$ cat src/inc/dpc_pkg.sv
// Purpose: Shared constants for the digital I/O port control block
// Assumes: 250 MHz system clock, 32-bit port split into four byte buses
// Notes: Register offsets are byte addresses, one aligned word each
package dpc_pkg;

	// ----------------------------------------
	// Clocking
	// ----------------------------------------
	localparam int CLK_MHZ = 250;
	localparam int PCLK_MHZ = 50;
	localparam int PCLK_DIV = CLK_MHZ / PCLK_MHZ;
	// Port clock is high for the first part of each period
	localparam logic [2:0] PCLK_HIGH = 3'h3;
	localparam logic [2:0] PCLK_LAST = 3'(PCLK_DIV - 1);

	// ----------------------------------------
	// Port shape
	// ----------------------------------------
	localparam int PORT_W = 32;
	localparam int BUS_W = 8;
	localparam int NBUS = PORT_W / BUS_W;
	localparam int NTRIG = 2;

	// ----------------------------------------
	// Modes
	// ----------------------------------------
	localparam logic [1:0] MODE_MANUAL = 2'h0;
	localparam logic [1:0] MODE_SEQ = 2'h1;
	localparam logic [1:0] MODE_RESULT = 2'h2;

	// ----------------------------------------
	// Result word layout
	// ----------------------------------------
	localparam int RES_VALID_BIT = 0;
	localparam int RES_CHAN_LSB = 1;
	localparam int RES_CHAN_W = 4;
	localparam int RES_DATA_LSB = 8;
	localparam int RES_DATA_W = 16;

	// ----------------------------------------
	// Register map
	// ----------------------------------------
	localparam logic [7:0] REG_CTRL = 8'h00;
	localparam logic [7:0] REG_DRIVE = 8'h04;
	localparam logic [7:0] REG_OUT = 8'h08;
	localparam logic [7:0] REG_IN = 8'h0C;
	localparam logic [7:0] REG_STAT = 8'h10;
	localparam logic [7:0] REG_IRQ_STAT = 8'h14;
	localparam logic [7:0] REG_IRQ_MASK = 8'h18;
	localparam logic [7:0] REG_DECIM = 8'h1C;

	// CTRL fields
	localparam int CTRL_MODE_LSB = 0;
	localparam int CTRL_EXTCLK_BIT = 2;
	localparam int CTRL_STD_BIT = 3;

	// STAT fields
	localparam int STAT_LIVE_OVF_BIT = 0;
	localparam int STAT_STICKY_OVF_BIT = 1;
	localparam int STAT_TRIG_LOW_LSB = 2;
	localparam int STAT_TRIG_HIGH_LSB = 2 + NTRIG;

	// Interrupt status bits
	localparam int IRQ_W = 2;
	localparam int IRQ_OVF_BIT = 0;
	localparam int IRQ_SAMPLE_BIT = 1;

	// ----------------------------------------
	// Reset values
	// ----------------------------------------
	localparam logic [1:0] MODE_RST = MODE_MANUAL;
	localparam logic [3:0] DRIVE_RST = 4'h0;
	localparam logic [31:0] OUT_RST = 32'h0000_0000;
	localparam logic [31:0] DECIM_RST = 32'h0055_D4A8;
	localparam logic [IRQ_W-1:0] IRQ_MASK_RST = 2'h0;

endpackage

$ cat src/core/dpc_port_ctrl.sv
// Purpose: Mode, drive, sampling, result streaming and status for a 32-bit digital port
// Assumes: Register port on clk; pins, external sample clock and trigger detectors are asynchronous
// Notes: Output data and the port clock pin change together on the port clock falling edge
`timescale 1ns/1ps

module dpc_port_ctrl
	import dpc_pkg::*;
#(
	parameter logic [31:0] DECIM_DEFAULT = dpc_pkg::DECIM_RST
) (
	input wire logic clk,
	input wire logic rst,
	input wire logic [7:0] reg_addr,
	input wire logic [31:0] reg_wdata,
	input wire logic reg_wr,
	input wire logic reg_rd,
	output logic [31:0] reg_rdata,
	output logic irq,
	input wire logic [dpc_pkg::PORT_W-1:0] seq_out,
	input wire logic res_valid,
	input wire logic [dpc_pkg::RES_CHAN_W-1:0] res_chan,
	input wire logic [dpc_pkg::RES_DATA_W-1:0] res_data,
	input wire logic [dpc_pkg::PORT_W-1:0] pin_in,
	output logic [dpc_pkg::PORT_W-1:0] pin_out,
	output logic [dpc_pkg::PORT_W-1:0] pin_oe,
	output logic port_clk_out,
	input wire logic ext_clk_in,
	input wire logic [dpc_pkg::NTRIG-1:0] trig_low_det,
	input wire logic [dpc_pkg::NTRIG-1:0] trig_high_det,
	input wire logic nv_std_in,
	output logic nv_std_wr,
	output logic nv_std_data
);
	import dpc_pkg::*;

	// ----------------------------------------
	// Input synchronisers
	// ----------------------------------------
	localparam int SYNC_W = PORT_W + 1 + 2 * NTRIG;
	logic [SYNC_W-1:0] sync_q;
	logic [PORT_W-1:0] pin_s;
	logic ext_clk_s;
	logic ext_clk_d;
	logic [NTRIG-1:0] trig_low_s;
	logic [NTRIG-1:0] trig_high_s;

	dpc_sync #(.WIDTH(SYNC_W)) u_sync (
		.clk(clk),
		.rst(rst),
		.d({trig_high_det, trig_low_det, ext_clk_in, pin_in}),
		.q(sync_q)
	);
	assign pin_s = sync_q[PORT_W-1:0];
	assign ext_clk_s = sync_q[PORT_W];
	assign trig_low_s = sync_q[PORT_W+1 +: NTRIG];
	assign trig_high_s = sync_q[PORT_W+1+NTRIG +: NTRIG];

	// ----------------------------------------
	// Registers
	// ----------------------------------------
	logic [1:0] mode;
	logic ext_clk_sel;
	logic iface_std;
	logic std_load_pend;
	logic [NBUS-1:0] drive;
	logic [PORT_W-1:0] sw_out;
	logic [PORT_W-1:0] in_val;
	logic [31:0] decim;
	logic [IRQ_W-1:0] irq_stat;
	logic [IRQ_W-1:0] irq_mask;
	logic live_ovf;

	wire wr_ctrl = reg_wr && (reg_addr == REG_CTRL);
	wire wr_drive = reg_wr && (reg_addr == REG_DRIVE);
	wire wr_out = reg_wr && (reg_addr == REG_OUT);
	wire wr_irq_stat = reg_wr && (reg_addr == REG_IRQ_STAT);
	wire wr_irq_mask = reg_wr && (reg_addr == REG_IRQ_MASK);
	wire wr_decim = reg_wr && (reg_addr == REG_DECIM);

	// Persistent standard: loaded from storage after reset, every write stored back
	always_ff @(posedge clk) begin
		if (rst) begin
			mode <= MODE_RST;
			ext_clk_sel <= 1'b0;
			iface_std <= 1'b0;
			std_load_pend <= 1'b1;
			nv_std_wr <= 1'b0;
			nv_std_data <= 1'b0;
		end else begin
			std_load_pend <= 1'b0;
			nv_std_wr <= wr_ctrl;
			nv_std_data <= wr_ctrl ? reg_wdata[CTRL_STD_BIT] : nv_std_data;
			if (wr_ctrl) begin
				mode <= reg_wdata[CTRL_MODE_LSB +: 2];
				ext_clk_sel <= reg_wdata[CTRL_EXTCLK_BIT];
				iface_std <= reg_wdata[CTRL_STD_BIT];
			end else if (std_load_pend) begin
				iface_std <= nv_std_in;
			end
		end
	end

	always_ff @(posedge clk) begin
		if (rst) begin
			drive <= DRIVE_RST;
			sw_out <= OUT_RST;
			decim <= DECIM_DEFAULT;
			irq_mask <= IRQ_MASK_RST;
		end else begin
			if (wr_drive)
				drive <= reg_wdata[NBUS-1:0];
			if (wr_out)
				sw_out <= reg_wdata;
			if (wr_decim)
				decim <= reg_wdata;
			if (wr_irq_mask)
				irq_mask <= reg_wdata[IRQ_W-1:0];
		end
	end

	// ----------------------------------------
	// Port clock and output update
	// ----------------------------------------
	logic [2:0] div_cnt;
	logic [PORT_W-1:0] out_reg;
	wire upd_tick = (div_cnt == PCLK_HIGH - 3'h1);
	wire pclk_rise = (div_cnt == PCLK_LAST);

	always_ff @(posedge clk) begin
		if (rst) begin
			div_cnt <= 3'h0;
			port_clk_out <= 1'b1;
		end else begin
			div_cnt <= pclk_rise ? 3'h0 : div_cnt + 3'h1;
			port_clk_out <= pclk_rise || (div_cnt < PCLK_HIGH - 3'h1);
		end
	end

	// ----------------------------------------
	// Result stream
	// ----------------------------------------
	// One result is held; a second arriving before the port slot is dropped,
	// since the port carries at most one result per port clock period.
	logic res_pend;
	logic [RES_CHAN_W-1:0] pend_chan;
	logic [RES_DATA_W-1:0] pend_data;
	wire in_result = (mode == MODE_RESULT);
	wire res_send = in_result && upd_tick && res_pend;
	wire res_drop = in_result && res_valid && res_pend && !res_send;
	wire [PORT_W-1:0] res_word = res_pend ?
		{8'h00, pend_data, 3'h0, pend_chan, 1'b1} : 32'h0000_0000;

	always_ff @(posedge clk) begin
		if (rst || !in_result) begin
			res_pend <= 1'b0;
			pend_chan <= '0;
			pend_data <= '0;
		end else if (res_valid && !res_drop) begin
			res_pend <= 1'b1;
			pend_chan <= res_chan;
			pend_data <= res_data;
		end else if (res_send) begin
			res_pend <= 1'b0;
		end
	end

	// Live flag covers the rest of the port period in which a drop happened
	always_ff @(posedge clk) begin
		if (rst)
			live_ovf <= 1'b0;
		else if (res_drop)
			live_ovf <= 1'b1;
		else if (upd_tick || !in_result)
			live_ovf <= 1'b0;
	end

	logic [PORT_W-1:0] next_out;
	always_comb begin
		case (mode)
			MODE_MANUAL: next_out = sw_out;
			MODE_SEQ: next_out = seq_out;
			MODE_RESULT: next_out = res_word;
			default: next_out = sw_out;
		endcase
	end

	always_ff @(posedge clk) begin
		if (rst)
			out_reg <= OUT_RST;
		else if (upd_tick)
			out_reg <= next_out;
	end

	// ----------------------------------------
	// Bus drive
	// ----------------------------------------
	// Value held in out_reg even while undriven, so enabling shows it at once
	genvar gb;
	generate
		for (gb = 0; gb < NBUS; gb++) begin : g_bus
			assign pin_oe[gb*BUS_W +: BUS_W] = {BUS_W{drive[gb]}};
			assign pin_out[gb*BUS_W +: BUS_W] = out_reg[gb*BUS_W +: BUS_W] & {BUS_W{drive[gb]}};
		end
	endgenerate

	// ----------------------------------------
	// Input sampling with decimation
	// ----------------------------------------
	wire ext_rise = ext_clk_s && !ext_clk_d;
	wire samp_tick = ext_clk_sel ? ext_rise : pclk_rise;
	logic [31:0] dec_cnt;
	// A count of zero acts as one, so the latch never stalls
	wire dec_hit = samp_tick && ((decim <= 32'h1) || (dec_cnt >= decim - 32'h1));

	always_ff @(posedge clk) begin
		if (rst) begin
			ext_clk_d <= 1'b0;
			dec_cnt <= 32'h0000_0000;
			in_val <= '0;
		end else begin
			ext_clk_d <= ext_clk_s;
			if (dec_hit) begin
				dec_cnt <= 32'h0000_0000;
				in_val <= pin_s;
			end else if (samp_tick) begin
				dec_cnt <= dec_cnt + 32'h1;
			end
		end
	end

	// ----------------------------------------
	// Interrupts and sticky flags
	// ----------------------------------------
	wire [IRQ_W-1:0] irq_evt = {dec_hit, res_drop};
	wire [IRQ_W-1:0] irq_clr = wr_irq_stat ? reg_wdata[IRQ_W-1:0] : '0;

	always_ff @(posedge clk) begin
		if (rst)
			irq_stat <= '0;
		else
			irq_stat <= (irq_stat & ~irq_clr) | irq_evt;
	end
	assign irq = |(irq_stat & irq_mask);

	// ----------------------------------------
	// Read back
	// ----------------------------------------
	wire [31:0] ctrl_rd = {28'h0, iface_std, ext_clk_sel, mode};
	wire [31:0] stat_rd = {{(32 - 2 - 2 * NTRIG){1'b0}}, trig_high_s, trig_low_s,
		irq_stat[IRQ_OVF_BIT], live_ovf};
	logic [31:0] rd_mux;
	always_comb begin
		case (reg_addr)
			REG_CTRL: rd_mux = ctrl_rd;
			REG_DRIVE: rd_mux = {28'h0, drive};
			REG_OUT: rd_mux = sw_out;
			REG_IN: rd_mux = in_val;
			REG_STAT: rd_mux = stat_rd;
			REG_IRQ_STAT: rd_mux = {30'h0, irq_stat};
			REG_IRQ_MASK: rd_mux = {30'h0, irq_mask};
			REG_DECIM: rd_mux = decim;
			default: rd_mux = 32'h0000_0000;
		endcase
	end

	always_ff @(posedge clk) begin
		if (rst)
			reg_rdata <= 32'h0000_0000;
		else
			reg_rdata <= reg_rd ? rd_mux : 32'h0000_0000;
	end
endmodule

$ cat src/core/dpc_sync.sv
// Purpose: Two flip-flop synchroniser for a vector of unrelated levels
// Assumes: Each bit is an independent level; no word coherence
// Notes: First stage feeds only the second stage
`timescale 1ns/1ps
module dpc_sync #(
	parameter int WIDTH = 1
) (
	input wire logic clk,
	input wire logic rst,
	input wire logic [WIDTH-1:0] d,
	output logic [WIDTH-1:0] q
);
	logic [WIDTH-1:0] meta;

	always_ff @(posedge clk) begin
		if (rst) begin
			meta <= '0;
			q <= '0;
		end else begin
			meta <= d;
			q <= meta;
		end
	end
endmodule

$ cat config.mk
export PLATFORM = sky130hd
export DESIGN_NAME = dpc_port_ctrl
export DESIGN_NICKNAME = d
export VERILOG_FILES = /design/src/inc/dpc_pkg.sv /design/src/core/dpc_port_ctrl.sv /design/src/core/dpc_sync.sv
export SDC_FILE = /design/constraint.sdc
export NUM_CORES = 1
export LEC_CHECK = 0
export BUFFER_PORTS_ARGS = -buffer_cell sky130_fd_sc_hd__buf_4
export CAP_MARGIN = 5
export CORE_MARGIN = 5
export CORE_UTILIZATION = 50
export CTS_CLUSTER_SIZE = 28
export DETAILED_ROUTE_END_ITERATION = 6
export MAX_ROUTING_LAYER = met4
export PLACE_DENSITY_LB_ADDON = 0.05
export SLEW_MARGIN = 20
export SYNTH_ARGS = -nofsm -noshare
export SYNTH_HDL_FRONTEND = slang
export SYNTH_SLANG_ARGS = --single-unit
$ cat constraint.sdc
create_clock -name clk -period 9.3 [get_ports clk]
set_input_delay 1.395 -clock clk [delete_from_list [all_inputs] [get_ports clk]]
set_output_delay 1.395 -clock clk [all_outputs]
set_load 0.01 [all_outputs]
==> flow_summary_export.csv <==
group,metric,value,unit
detailed_routing,vias_per_cell,5.533,
pwr,power_density,182.3,mW/mm^2
place,dp_hpwl,26180,um
global_routing,grt_pass1_wl,57550,um
worst_setup_path,cp-end-kind,"flip-flop",
min_path,hold_class,"reg2reg",
run,max_cap_viol_count,0,
worst_setup_path,r2r_end,"in_val[26]$_SDFFE_PP0P_",
layout,fin_nets,1788,
layout,fillers,2273,
sta,tns,0,ns
layout,register_area,0.006166,mm^2
detailed_routing,routed_wl,36960,um
floorplanning,ios,235,
yosys,syn_inst,1449,
layout,syn_to_final_growth,22.14,%
cts,cts_setup_buffers,0,
sta,slew_violations,0,
cts,holdBufCountCts,0,
yosys,netlist_area,0.01298,mm^2
worst_setup_path,ff2ff_setup_slack,4.17,ns
sta,rsz0062_at_grt,"no",
layout,largestRegisters,"u_sync.meta x37, u_sync.q x37",
worst_setup_path,cp.arrival,5.61,ns
detailed_routing,via_count,10920,
outcome,status,"complete, but fails checks",
cts,clk_latency,0.56,ns
worst_setup_path,crit_start,"decim[6]$_SDFFE_PP0P_",
detailed_routing,ant_nets,0,
cts,cts_root_buffer,"clkbuf_16",
cts,numCtsBuffers,31,
yosys,synth_enable_flop_cells,0,
sta,min_period,5.129,ns
pwr,power.leakage,5.954,nW
place,port_buffers,234,
layout,layout-drive-gt1-share,19.00,%
floorplanning,initial_utilization,50.26,%
sta,tightest_slew,1.020,ns
sta,hold_viol,0,
detailed_routing,route.detailed.drc,4,
yosys,synth.yosys.warnings,0,
place,gp_congestion,0.9095,
yosys,ys.flop_type,"dfxtp_1",
cts,clkTransAtPathRegs,0.07,ns
cts,cts_sinks,308,
yosys,synth_area_per_cell,8.961,um^2
layout,utilization,61.39,%
global_routing,overflow,0,
yosys,synth_seq_area_share,47.49,%
yosys,async_reset_ff_share,0,%
worst_setup_path,reg2reg_from,"decim[6]$_SDFFE_PP0P_",
sta,clock.fmax,195.0,MHz
layout,multi_input_area,0.006208,mm^2
sta,setup_violations,0,
worst_setup_path,critPathLaunchType,"flip-flop",
floorplanning,rows,59,
floorplanning,coreArea,0.02584,mm^2
global_routing,grt_pass1_vias,10310,
sta,fin_skew,0.01466,ns
detailed_routing,first_iter_violations,1183,
floorplanning,die_w,171.2,um
pwr,vdd_drop_max,0.0001462,V
worst_setup_path,cp-endpoint,"in_val[26]$_SDFFE_PP0P_",
yosys,ys_ff_latch,308,
floorplanning,die_area,0.02929,mm^2
cts,cts_resized,0,
worst_setup_path,required,9.79,ns
sta,fin_crit_sh,55.15,%
global_routing,grt_use_total,25.36,%
worst_setup_path,path_class,"reg2reg",
worst_setup_path,reg2reg_depth,14,
cts,cts.path.max_buffers,3,
cts,cts_htree_levels,1,
yosys,ys_types,52,
worst_setup_path,cp_max_fo,39,
floorplanning,die_h,171.2,um
cts,cts_tree,"built",
global_routing,grt_max_degree,105,
detailed_routing,first_pass_iters,7,
global_routing,antenna_found_initial,2,
outcome,violations,"DRC",
yosys,syn_nets,1624,
detailed_routing,wl_per_cell,18.72,um
sta,relSlewSlack,31.09,%
[metal layers]
layer	up-vias	global-route usage (%)	share of wire (%)
met5	-	-	0
li1	5323	-	-
met1	5084	36.34	45
met3	61	3.766	8.2
met2	455	37.61	44
met4	0	6.855	2.5
[cell usage in the layout (no fill, tap or decap), types with 3 or more instances in the layout]
master and count:
ha_1 40, clkinv_2 3, nor2_1 90, or4_1 5, nor2b_1 76, o21ai_0 6, nand4_1 12, nor4_1 12
xnor2_1 31, a221oi_1 13, nand3b_1 14, clkbuf_8 8, bufinv_16 7, mux2i_1 35, a22oi_1 10, clkbuf_1 6
nor3_1 56, inv_1 11, dfxtp_1 308, a222oi_1 48, nand2_1 228, a211oi_1 21, nor3b_1 3, nand2b_1 70
and2_1 38, a21oi_1 105, xor2_1 28, buf_4 248, and4_1 7, nand3_1 27, clkbuf_16 31
[area by class of cell]
type	instances	share of cell area, %
antenna	2	0.03156
clock buffer	44	5.641
clock inverter	13	1.578
inverter	11	0.2603
multi-input combinational	1012	39.14
sequential	308	38.88
tap	335	2.643
timing repair buffer	249	11.83
[worst min path at each step]
stage,from,endpoint,slack (ns),depth (start not counted)
3_5_place_dp,u_sync.meta[36]$_SDFF_PP0_,u_sync.q[36]$_SDFF_PP0_,0.42,1
2_1_floorplan,u_sync.meta[0]$_SDFF_PP0_,u_sync.q[0]$_SDFF_PP0_,0.41,1
3_3_place_gp,u_sync.meta[10]$_SDFF_PP0_,u_sync.q[10]$_SDFF_PP0_,0.42,1
4_1_cts,u_sync.meta[26]$_SDFF_PP0_,u_sync.q[26]$_SDFF_PP0_,0.44,1
6_report,u_sync.meta[26]$_SDFF_PP0_,u_sync.q[26]$_SDFF_PP0_,0.43,1
5_1_grt,u_sync.meta[26]$_SDFF_PP0_,u_sync.q[26]$_SDFF_PP0_,0.45,1
[critical path, cell delays in order (launching register included)]
cell	delay (ns)
dfxtp_1	0.37
or4_1	0.62
nand2b_1	0.23
nor2_1	0.42
nand2_1	0.21
nor4_1	0.29
xnor2_1	0.12
ha_1	0.29
and4_1	0.21
nand4_1	0.15
nor4_1	0.35
o41ai_1	0.26
a21oi_4	0.57
buf_4	0.66
mux2i_1	0.29
[cell usage after synthesis (6+ instances only)]
master,n,area (um^2)
dfxtp_1,308,6166
nand2_1,228,855.8
a21oi_1,105,525.5
nor2_1,90,337.8
clkbuf_1,84,315.3
nor2b_1,78,488.0
nand2b_1,70,437.9
nor3_1,57,285.3
a222oi_1,48,480.5
ha_1,40,500.5
and2_1,36,225.2
mux2i_1,35,350.3
xnor2_1,31,271.5
buf_4,30,225.2
xor2_1,28,245.2
nand3_1,27,135.1
a211oi_1,21,157.7
nand3b_1,14,105.1
nor4_1,14,87.58
a221oi_1,13,113.9
nand4_1,12,75.07
inv_1,11,41.29
a22oi_1,10,75.07
and4_1,7,61.31
o21ai_0,6,30.03
[power by group]
part | leakage [nW] | internal, W | switching (W)
logic | 2.89 | 0.0000709 | 0.0000711
clock network | 0.559 | 0.000862 | 0.000524
registers | 2.50 | 0.00135 | 0.0000127
[per-stage QoR]
stage               hold WS (ns)  total power [W]  worst slack [ns]  area (um^2)  cells
floorplan                 0.4138         0.001463             5.558        12990   1449
global placement          0.4191         0.001533             4.321        14710   1915
detailed placement        0.4218         0.001535             4.181        14710   1915
CTS                       0.4357         0.002911             4.138        15860   1972
global route              0.4473         0.002989             3.794        15860   1974
finish                    0.4325         0.002891             4.171        15860   1974
[cells by family (layout without fill, tap and decap cells)]
group	Yosys count	after routing	share of synthesized area (%)
AND/OR/NAND/NOR	652	652	24.92
flip-flops	308	308	47.49
AO/OA/AOI/OAI	225	225	12.06
buffers and inverters	129	317	4.914
XOR/XNOR	59	59	3.980
adder cells (fa/ha/maj)	40	40	3.854
multiplexers	36	36	2.785
other	0	2	0
No activity file was read; power rests on OpenSTA's default activity.
